==> src/inc/rvc_map.vh <==
// Register map and field layout of the rail voltage and current configuration bank
`ifndef RVC_MAP_VH
`define RVC_MAP_VH
`define RVC_ADDR_RAIL3_VCODE 8'h58
`define RVC_ADDR_RAIL4_VCODE 8'h59
`define RVC_ADDR_RAIL5_VCODE 8'h5a
`define RVC_ADDR_LDO_VCODE 8'h5b
`define RVC_ADDR_OC_CFG_LOW 8'h5c
`define RVC_RST_VCODE 8'h00
`define RVC_RST_LDO_VCODE 8'h06
`define RVC_RST_OC_CFG 8'h00
`define RVC_LDO_CODE_MASK 8'h3f
`define RVC_BUCK_FULL_MAX 8'hb4
`define RVC_BUCK_HALF_MAX 8'h9e
`define RVC_LDO_MIN 6'h06
`define RVC_LDO_MAX 6'h2f
`define RVC_F_ILIM1_HI 7
`define RVC_F_ILIM1_LO 6
`define RVC_F_TRIP1_DIS 5
`define RVC_F_ILIM2_HI 4
`define RVC_F_ILIM2_LO 3
`define RVC_F_TRIP2_DIS 2
`define RVC_F_ILIM3_HI 1
`define RVC_F_ILIM3_LO 0
`define RVC_OC_TRIP_CYCLES 5'h10
`endif

==> src/rtl/rvc_cfg_regs.v <==
// Rail voltage code and overcurrent configuration register bank
// Contract
// - Rail3 full ratio: code 0 is 0.3 V, code b4h is 2.1 V.
// - Rail3 half ratio: code 0 is 0.3 V, code 9eh is 3.46 V.
// - Rail4 full ratio: code 0 is 0.3 V, code b4h is 2.1 V.
// - Rail4 half ratio: 0.3 V, then 0.32 V, up to 3.46 V at 9eh.
// - Rail5 full ratio: 0.3 V, 0.31 V, up to 2.1 V at b4h.
// - Rail5 half ratio: 0.3 V, 0.32 V, up to 3.46 V at 9eh.
// - LDO code sits in bits 5:0, 0.6 to 2.65 V; bits 7:6 reserved.
// - LDO code 06h is 0.6 V, 07h 0.65 V, 2fh is 2.65 V.
// - Rail1 limit bits 7:6 select 7.5, 8, 8.5 or 9 A.
// - Rail2 bits 4:3 and rail3 bits 1:0 select 2.5 to 4 A.
// - Trip-disable bit 0 trips after 16 overcurrent cycles; 1 disables protection.
// - Five byte registers at 58h..5ch, all readable and writable by host.
`timescale 1ns/1ns
`include "rvc_map.vh"
module rvc_cfg_regs #(
    parameter TRIP_CYCLES = `RVC_OC_TRIP_CYCLES
) (
    input wire sys_clk,
    input wire arst_n,
    input wire reg_wr,
    input wire reg_rd,
    input wire [7:0] reg_addr,
    input wire [7:0] reg_wdata,
    input wire third_buck_feedback_scale,
    input wire fourth_buck_feedback_scale,
    input wire fifth_buck_feedback_scale,
    input wire [2:0] sw_cycle,
    input wire [2:0] oc_detect,
    output reg [7:0] reg_rdata,
    output reg reg_rvalid,
    output reg reg_addr_err,
    output reg [7:0] third_buck_target_code,
    output reg [7:0] fourth_buck_target_code,
    output reg [7:0] fifth_buck_target_code,
    output reg [5:0] linear_regulator_target_code,
    output reg [1:0] first_buck_current_limit,
    output reg [1:0] second_buck_current_limit,
    output reg [1:0] third_buck_current_limit,
    output reg first_buck_overcurrent_trip_en,
    output reg second_buck_overcurrent_trip_en,
    output reg [1:0] oc_fault,
    output reg [2:0] vcode_over_range
);
    reg [7:0] rail3_voltage_code_reg;
    reg [7:0] rail4_voltage_code_reg;
    reg [7:0] rail5_voltage_code_reg;
    reg [7:0] linear_regulator_voltage_code_reg;
    reg [7:0] current_limit_cfg_low_reg;
    reg [7:0] rdata_next;
    reg hit;
    reg [2:0] sync1_reg;
    reg [2:0] sync2_reg;
    reg [2:0] sync3_reg;
    reg [2:0] oc_sync1_reg;
    reg [2:0] oc_sync2_reg;
    reg [2:0] oc_sync3_reg;
    reg [2:0] cyc_state_reg;
    reg [2:0] oc_state_reg;
    reg [4:0] cnt_reg [0:1];
    wire [1:0] trip_dis;
    wire [2:0] cyc_change;
    wire [2:0] cyc_rise;
    integer i;

    // Counter is five bits wide, so the trip level must stay below 32
    localparam [4:0] TRIP_FULL = TRIP_CYCLES[4:0];
    localparam [4:0] TRIP_LAST = TRIP_FULL - 5'h01;

    assign trip_dis = {current_limit_cfg_low_reg[`RVC_F_TRIP2_DIS],
                       current_limit_cfg_low_reg[`RVC_F_TRIP1_DIS]};
    // A change is taken only once stages two and three agree
    assign cyc_change = ~(sync2_reg ^ sync3_reg);
    assign cyc_rise = cyc_change & sync3_reg & ~cyc_state_reg;

    always @* begin
        hit = 1'b1;
        case (reg_addr)
            `RVC_ADDR_RAIL3_VCODE: rdata_next = rail3_voltage_code_reg;
            `RVC_ADDR_RAIL4_VCODE: rdata_next = rail4_voltage_code_reg;
            `RVC_ADDR_RAIL5_VCODE: rdata_next = rail5_voltage_code_reg;
            // Reserved LDO bits read back as zero
            `RVC_ADDR_LDO_VCODE: rdata_next = linear_regulator_voltage_code_reg;
            `RVC_ADDR_OC_CFG_LOW: rdata_next = current_limit_cfg_low_reg;
            default: begin
                rdata_next = 8'h00;
                hit = 1'b0;
            end
        endcase
    end

    always @(posedge sys_clk or negedge arst_n) begin
        if (!arst_n) begin
            rail3_voltage_code_reg <= `RVC_RST_VCODE;
            rail4_voltage_code_reg <= `RVC_RST_VCODE;
            rail5_voltage_code_reg <= `RVC_RST_VCODE;
            linear_regulator_voltage_code_reg <= `RVC_RST_LDO_VCODE;
            current_limit_cfg_low_reg <= `RVC_RST_OC_CFG;
            reg_rdata <= 8'h00;
            reg_rvalid <= 1'b0;
            reg_addr_err <= 1'b0;
        end else begin
            reg_rvalid <= reg_rd;
            reg_addr_err <= (reg_rd | reg_wr) & ~hit;
            // A read beside a write in one cycle returns the byte held before the write
            if (reg_rd) begin
                reg_rdata <= rdata_next;
            end
            if (reg_wr) begin
                case (reg_addr)
                    `RVC_ADDR_RAIL3_VCODE: rail3_voltage_code_reg <= reg_wdata;
                    `RVC_ADDR_RAIL4_VCODE: rail4_voltage_code_reg <= reg_wdata;
                    `RVC_ADDR_RAIL5_VCODE: rail5_voltage_code_reg <= reg_wdata;
                    `RVC_ADDR_LDO_VCODE: begin
                        linear_regulator_voltage_code_reg <= reg_wdata & `RVC_LDO_CODE_MASK;
                    end
                    `RVC_ADDR_OC_CFG_LOW: current_limit_cfg_low_reg <= reg_wdata;
                    default: begin
                    end
                endcase
            end
        end
    end

    // Field outputs; the analog ladder interprets the codes, the scale bit picks its range
    always @(posedge sys_clk or negedge arst_n) begin
        if (!arst_n) begin
            third_buck_target_code <= `RVC_RST_VCODE;
            fourth_buck_target_code <= `RVC_RST_VCODE;
            fifth_buck_target_code <= `RVC_RST_VCODE;
            linear_regulator_target_code <= `RVC_LDO_MIN;
            // Configuration byte resets to zero, which leaves both trips armed
            first_buck_current_limit <= 2'h0;
            second_buck_current_limit <= 2'h0;
            third_buck_current_limit <= 2'h0;
            first_buck_overcurrent_trip_en <= 1'b1;
            second_buck_overcurrent_trip_en <= 1'b1;
            vcode_over_range <= 3'h0;
        end else begin
            third_buck_target_code <= rail3_voltage_code_reg;
            fourth_buck_target_code <= rail4_voltage_code_reg;
            fifth_buck_target_code <= rail5_voltage_code_reg;
            linear_regulator_target_code <= linear_regulator_voltage_code_reg[5:0];
            first_buck_current_limit <=
                current_limit_cfg_low_reg[`RVC_F_ILIM1_HI:`RVC_F_ILIM1_LO];
            second_buck_current_limit <=
                current_limit_cfg_low_reg[`RVC_F_ILIM2_HI:`RVC_F_ILIM2_LO];
            third_buck_current_limit <=
                current_limit_cfg_low_reg[`RVC_F_ILIM3_HI:`RVC_F_ILIM3_LO];
            first_buck_overcurrent_trip_en <= ~trip_dis[0];
            second_buck_overcurrent_trip_en <= ~trip_dis[1];
            // Codes past the top of the active range are flagged, not clipped
            vcode_over_range[0] <= third_buck_feedback_scale ?
                (rail3_voltage_code_reg > `RVC_BUCK_HALF_MAX) :
                (rail3_voltage_code_reg > `RVC_BUCK_FULL_MAX);
            vcode_over_range[1] <= fourth_buck_feedback_scale ?
                (rail4_voltage_code_reg > `RVC_BUCK_HALF_MAX) :
                (rail4_voltage_code_reg > `RVC_BUCK_FULL_MAX);
            vcode_over_range[2] <= fifth_buck_feedback_scale ?
                (rail5_voltage_code_reg > `RVC_BUCK_HALF_MAX) :
                (rail5_voltage_code_reg > `RVC_BUCK_FULL_MAX);
        end
    end

    // Switching-cycle and overcurrent inputs come from the analog side: three stages each
    always @(posedge sys_clk or negedge arst_n) begin
        if (!arst_n) begin
            sync1_reg <= 3'h0;
            sync2_reg <= 3'h0;
            sync3_reg <= 3'h0;
            oc_sync1_reg <= 3'h0;
            oc_sync2_reg <= 3'h0;
            oc_sync3_reg <= 3'h0;
            cyc_state_reg <= 3'h0;
            oc_state_reg <= 3'h0;
        end else begin
            sync1_reg <= sw_cycle;
            sync2_reg <= sync1_reg;
            sync3_reg <= sync2_reg;
            oc_sync1_reg <= oc_detect;
            oc_sync2_reg <= oc_sync1_reg;
            oc_sync3_reg <= oc_sync2_reg;
            for (i = 0; i < 3; i = i + 1) begin
                if (cyc_change[i]) begin
                    cyc_state_reg[i] <= sync3_reg[i];
                end
                if (oc_sync2_reg[i] == oc_sync3_reg[i]) begin
                    oc_state_reg[i] <= oc_sync3_reg[i];
                end
            end
        end
    end

    // Only rails 1 and 2 carry a trip control here; rail3 detect is synchronised but unused
    always @(posedge sys_clk or negedge arst_n) begin
        if (!arst_n) begin
            cnt_reg[0] <= 5'h00;
            cnt_reg[1] <= 5'h00;
            oc_fault <= 2'h0;
        end else begin
            for (i = 0; i < 2; i = i + 1) begin
                // Disable outranks counting, so a disabled rail never raises a fault
                if (trip_dis[i]) begin
                    cnt_reg[i] <= 5'h00;
                    oc_fault[i] <= 1'b0;
                end else if (cyc_rise[i]) begin
                    if (!oc_state_reg[i]) begin
                        cnt_reg[i] <= 5'h00;
                    end else if (cnt_reg[i] != TRIP_FULL) begin
                        // Count saturates at the trip level; the fault outlives the count
                        cnt_reg[i] <= cnt_reg[i] + 5'h01;
                        if (cnt_reg[i] == TRIP_LAST) begin
                            oc_fault[i] <= 1'b1;
                        end
                    end
                end
            end
        end
    end
endmodule // rvc_cfg_regs

==> config.mk <==
export PLATFORM = sky130hd
export DESIGN_NAME = rvc_cfg_regs
export DESIGN_NICKNAME = d
export VERILOG_FILES = /design/src/rtl/rvc_cfg_regs.v
export VERILOG_INCLUDE_DIRS = /design/src /design/src/inc
export SDC_FILE = /design/constraint.sdc
export NUM_CORES = 1
export LEC_CHECK = 0
export BUFFER_PORTS_ARGS = -buffer_cell sky130_fd_sc_hd__buf_2
export CAP_MARGIN = 40
export CORE_MARGIN = 3
export CORE_UTILIZATION = 55
export CTS_CLUSTER_DIAMETER = 100
export CTS_CLUSTER_SIZE = 25
export DETAILED_ROUTE_END_ITERATION = 10
export GPL_TIMING_DRIVEN = 0
export PLACE_DENSITY = 0.79
export SYNTH_ARGS = -nofsm -noshare
export SYNTH_HDL_FRONTEND = slang
export SYNTH_SLANG_ARGS = --single-unit
==> constraint.sdc <==
create_clock -name sys_clk -period 1.6 [get_ports sys_clk]
set_input_delay 0.16 -clock sys_clk [delete_from_list [all_inputs] [get_ports sys_clk]]
set_output_delay 0.16 -clock sys_clk [all_outputs]
set_load 0.02 [all_outputs]
== Yosys cells after proc, flatten, opt, wreduce, memory -nomap -nowiden ==
Index checks and enable logic that the tools add are counted.

* Output and inout bits: 53
* Bits in latches: 0
* Bits in read-only memories: 0
* Memories: 0
* Word-level logic and storage cells: 104
* Register bits after elaboration: 117
* Bits of input ports: 29
* Memory bits (writable): 0

* Reductions and logical operators: 18
* Div/mod/pow operators: 0
* Bitwise logic cells: 10
* Add/subtract/negate cells: 2
* Multiply operators: 0
* Shifts and indexed selects: 0
* Muxes and demuxes: 23
* Order comparisons: 6
* Equality and inequality tests: 13

{| class="wikitable"
|+ Operators by type and width
! kind !! count
|-
| 8-bit > comparator (second input constant) || 6
|-
| 8-bit by 7-bit equality test with 1-bit output (second input constant) || 5
|-
| 5-bit two-way mux || 8
|-
| 8-bit one-hot mux with 5 select lines || 1
|-
| 2-bit nonzero test || 8
|-
| 1-bit two-way mux || 14
|-
| 2-bit AND reduction || 7
|-
| 5-bit by 1-bit adder with 5-bit output (second input constant) || 2
|-
| 5-bit by 4-bit equality test with 1-bit output (second input constant) || 2
|-
| 5-bit != test (second input constant) || 2
|-
| 4-bit AND reduction || 2
|-
| 3-bit by 2-bit != test with 1-bit output (second input constant) || 2
|-
| 5-bit OR reduction || 1
|-
| 2-bit bitwise AND || 2
|-
| 2-bit inverter || 2
|-
| 1-bit inverter || 3
|-
| 1-bit equality test || 2
|-
| 2-bit bitwise XOR || 1
|-
| 1-bit bitwise AND || 1
|-
| 1-bit OR || 1
|}

== Longest topological paths before layout ==
* Depth in word-level cells: 6
* Depth in mapped cells: 6
* Depth with buffers taken out: 6

== Worst setup path after synthesis ==
Ideal clock, no wire load.

* Path kind: input-to-reg
* Start point: input port reg_addr[7]
* End point: register rail4_voltage_code_reg[0]
* Buffers on the path: 1
* Cell stages on the path: 5
* Setup slack: 0.181 ns
* Required time: 1.475 ns
* Setup time: 0.125 ns
* Data arrival time: 1.294 ns
* Cells stage by stage: and4bb_4 -> and3_1 -> and3_1 -> buf_4 -> mux2_2

* Word-level cells in the longest chain between the ends: 2

{| class="wikitable"
|+ Ends and longest elaborated chain
! element !! RTL line !! RTL
|-
| from (decl) || rvc_cfg_regs.v:24 || <nowiki>input wire [7:0] reg_addr,</nowiki>
|-
| 8-bit by 7-bit equality test with 1-bit output || rvc_cfg_regs.v:111 || <nowiki>case (reg_addr)</nowiki>
|-
| 2-bit AND reduction (no source line) || -- ||
|-
| to (signal assigned) || rvc_cfg_regs.v:96 || <nowiki>rail4_voltage_code_reg <= `RVC_RST_VCODE;</nowiki>
|-
| to (signal assigned) || rvc_cfg_regs.v:113 || <nowiki>`RVC_ADDR_RAIL4_VCODE: rail4_voltage_code_reg <= reg_wdata;</nowiki>
|-
| to (decl) || rvc_cfg_regs.v:47 || <nowiki>reg [7:0] rail4_voltage_code_reg;</nowiki>
|}

Every way passes these cells.
A chain may end at the register's enable or synchronous reset.

== Final worst setup path ==
* Start point: register cnt_reg[5] (netlist name)
* End point: register cnt_reg[9] (netlist name)

* Word-level cells in the longest chain between the ends: 5
* Elaborated cells between the ends (all ways): 8
* Classes of those cells: 1 x add/sub; 2 x eq/ne; 4 x mux; 1 x reduce/logical

{| class="wikitable"
|+ Ends and longest elaborated chain
! element !! RTL line !! RTL
|-
| from (decl) || rvc_cfg_regs.v:61 || <nowiki>reg [4:0] cnt_reg [0:1];</nowiki>
|-
| from (signal, indexed assignment) || rvc_cfg_regs.v:212 || <nowiki>cnt_reg[i] <= cnt_reg[i] + 5'h01;</nowiki>
|-
| 5-bit by 1-bit adder with 5-bit output || rvc_cfg_regs.v:212 ||
|-
| 5-bit two-way mux || rvc_cfg_regs.v:210 || <nowiki>end else if (cnt_reg[i] != TRIP_FULL) begin</nowiki>
|-
| 5-bit two-way mux || rvc_cfg_regs.v:208 || <nowiki>if (!oc_state_reg[i]) begin</nowiki>
|-
| 5-bit two-way mux || rvc_cfg_regs.v:207 || <nowiki>end else if (cyc_rise[i]) begin</nowiki>
|-
| 5-bit two-way mux || rvc_cfg_regs.v:204 || <nowiki>if (trip_dis[i]) begin</nowiki>
|}

Parallel ways exist; a longest one is shown, timed or not. The select of a mux whose other input is x is not followed.

==> results by group <==
Run status
  – Status: complete, no violations

CTS
  – Root Buffer: clkbuf_8
  – Clk_lat worst skew: 520 ps
  – CTS buffer count: 17
  – Clk sinks: 117
  – CTS tree: done
  – Post-CTS Setup Inserts: 0
  – CTS H-Tree Depth: 4
  – Reg clk slew, reported paths: 60 ps
  – Clock buffer depth: 2

Timing
  – Achievable Freq: 0.669 GHz
  – Setup ws final: 106 ps
  – Period minus WS final: roughly 1500 ps
  – Slew of the pin with the lowest slew margin: 639 ps
  – Hold Slack: 62.7 ps
  – Final hold viol count: 0
  – Setup Viol. Count Final: 0
  – Period utilization: 0.934
  – TNS Setup: 0 ps
  – Relative slew slack: 0.572
  – Max Clock Skew: a little over 9 ps
  – Slew Viols, Final: 0

Power
  – Pwr dens: 1330 nW/um^2
  – Worst vdd ir: 0.865 mV
  – Leak: slightly below 0.003 uW

Placement
  – PortBufs: 78
  – Dpl cells: between 500 and 600
  – Place WS: -79.8 ps
  – Dpl hpwl: around 6.5 mm
  – GP Congestion: 0.795

Critical path
  – Reg2Reg Depth: 5
  – CP Depth: 5
  – Crit path kind: reg2reg
  – Worst EP arrival: 1930 ps
  – Worst-path fanout max: 4
  – Startpoint types: flip-flop
  – Worst Path Required: roughly 2000 ps
  – Max incr delay on CP: 410 ps
  – CP endpoint kind: flip-flop
  – Critical-path cell list: ha_1, and3_1, ha_1, nand3b_1, a21oi_1
  – Slowest-stage cell, CP: dfrtp_1
  – Most used cell, CP: ha_1
  – Crit path max-delay family: adder cells
  – Worst Path Buf+Inv: 0

Logic synthesis
  – Post-synth ARST share: 1.00
  – #FFs+latches synth: around 120
  – Mean area per synthesized cell: 13.8 sq um
  – Cell area after synthesis: ~4500 sq um
  – Post-synthesis sequential area ratio: 0.650
  – Synth warnings: 0
  – Synth cell types: 38
  – Synth Net Count: 365
  – Ys flop type: dfrtp_1
  – Mapped Cells: 328
  – EDFF count, synth: 0

Drt
  – 1st-iter DRT viols: 237
  – DR vias: about 3200
  – Remaining antenna violation count after routing: 0
  – Total Routed Length: around 11 mm
  – DRT Pass-1 Iters: 4
  – DRC violation count after routing: 0
  – DR vias/cell: 5.68
  – Avg WL per Cell: 19.0 um

Final layout
  – Max reg flops: 10
  – Layout area overhead: 29.8%
  – Finished Layout Cells: 557
  – Fraction of layout cells with a size suffix above 1: 0.374
  – Layout Nets: 480
  – N_diodes: 0

Hold path
  – Path type of the worst min-delay path: in2reg
  – Hold path cells: 3

Die
  – # IOs: 82
  – Die area: approximately 9300 sq um
  – Die height: 96.6 um
  – Row count: 32
  – Die width: 96.6 um
  – Core area: ~7800 sq um
  – Starting Density: 0.576

Global route
  – Initial antenna violation count: 0
  – Total grt overflow: 0
  – Vias in the first global route: 3238
  – Aggregate global-route resource usage: 0.239
  – First-pass GRT wire length: 17.1 mm
  – Largest net degree at the start of global routing: 73

Job
  – Maxcap violations: 0
## cells in the mapped netlist, types with 2 or more instances
master    number  area, sq um
and2_1         3         18.8
nand3_1       12         60.1
nand3b_1       5         37.5
ha_1           8          100
o22ai_1       14         87.6
buf_4          2         15.0
mux2i_1       14          140
a21oi_1       14         70.1
dfstp_2        6          158
o211ai_1       3         22.5
nand2b_1       3         18.8
clkbuf_1       5         18.8
nor3_1         4         20.0
inv_1         20         75.1
mux2_2        39          439
nor2b_1        2         12.5
nand4b_1       2         17.5
or2_2          3         18.8
dfrtp_1      111         2780
nor3_4         3         48.8
nand2_1        5         18.8
and3_1         5         31.3
a31oi_1       13         81.3
and4_1         3         26.3
nor2_1         8         30.0
o21ai_0        4         20.0
o21a_1         3         22.5
buf_2          3         15.0
maj3_1         2         20.0
## path summary, 6_finish.rpt
path	endpoint	slack (ps)	from
worst max-delay path	cnt_reg[9]	110	cnt_reg[5]
worst min-delay path	vcode_over_range[2]	60	fifth_buck_feedback_scale
worst max register to register	cnt_reg[9]	110	cnt_reg[5]
worst min register to register	sync2_reg[0]	340	sync1_reg[0]
max in group asynchronous	linear_regulator_voltage_code_reg[1]	660	arst_n
min in group asynchronous	oc_state_reg[0]	190	arst_n
## routing by layer
metal	share of wire	GRT usage	vias up
met3	0.065	0.0771	35
li1	-	-	1419
met1	0.41	0.310	1586
met2	0.49	0.363	125
met4	0.039	0.119	0
met5	0	0	-
## through the flow
step                      utilization  total power [uW]  cell area, sq um
after CTS                       0.744              7770              5840
after detailed placement        0.645              3880              5060
after global placement          0.642              3830              5030
after global routing            0.747              8050              5860
final                           0.747              7770              5860
after floorplan                     -              3610              4520
## cell families after synthesis
kind of cell / Yosys count / synth area share
simple gates: 63 / 0.0928
flops: 117 / 0.650
buf+inv: 32 / 0.0307
compound gates: 52 / 0.0693
fa+ha+maj: 10 / 0.0266
mux: 54 / 0.131
## worst register-to-register path, stage by stage (launching register included)
cell      delay (ps)
dfrtp_1          410
ha_1             250
and3_1           190
ha_1             270
nand3b_1         150
a21oi_1          150
## where the power goes
group	switching (uW)	internal [uW]
Combinational	353	259
Sequential	150	3140
Clock	1280	2600
## placed cells by master, fill, tap and decap left out, drive strengths merged, types with 2 or more instances in the layout
master / instances
inv: 20
and3: 5
ha: 8
nor2: 8
nand2b: 3
maj3: 2
nand2: 5
and2: 3
nand3: 14
a31oi: 13
clkinv: 4
and4: 3
dfstp: 6
o21ai: 4
nand3b: 5
o22ai: 14
o21a: 3
mux2: 40
clkbuf: 27
bufinv: 4
o211ai: 3
nand4b: 2
dfrtp: 111
a21oi: 14
buf: 86
or2: 4
mux2i: 14
dlygate4sd3: 17
nor3: 7
nor2b: 2
## cell type report
cell class / instances / area, sq um
repair buffers: 96 / 591
inverters: 20 / 75.1
well taps: 102 / 128
multi-input cells: 179 / 1470
fillers: 496 / 1980
clock inverters: 9 / 151
plain buffers: 12 / 63.8
flip-flops and latches: 117 / 2940
clock buffers: 22 / 453
## repair_timing
item                                    4_1_cts  5_1_grt
endpoints found under the hold margin        89        0
endpoints found under the setup margin        0       10
gates resized for setup                       0        4
hold buffers                                 17        0
No activity file was read; power rests on OpenSTA's default activity.
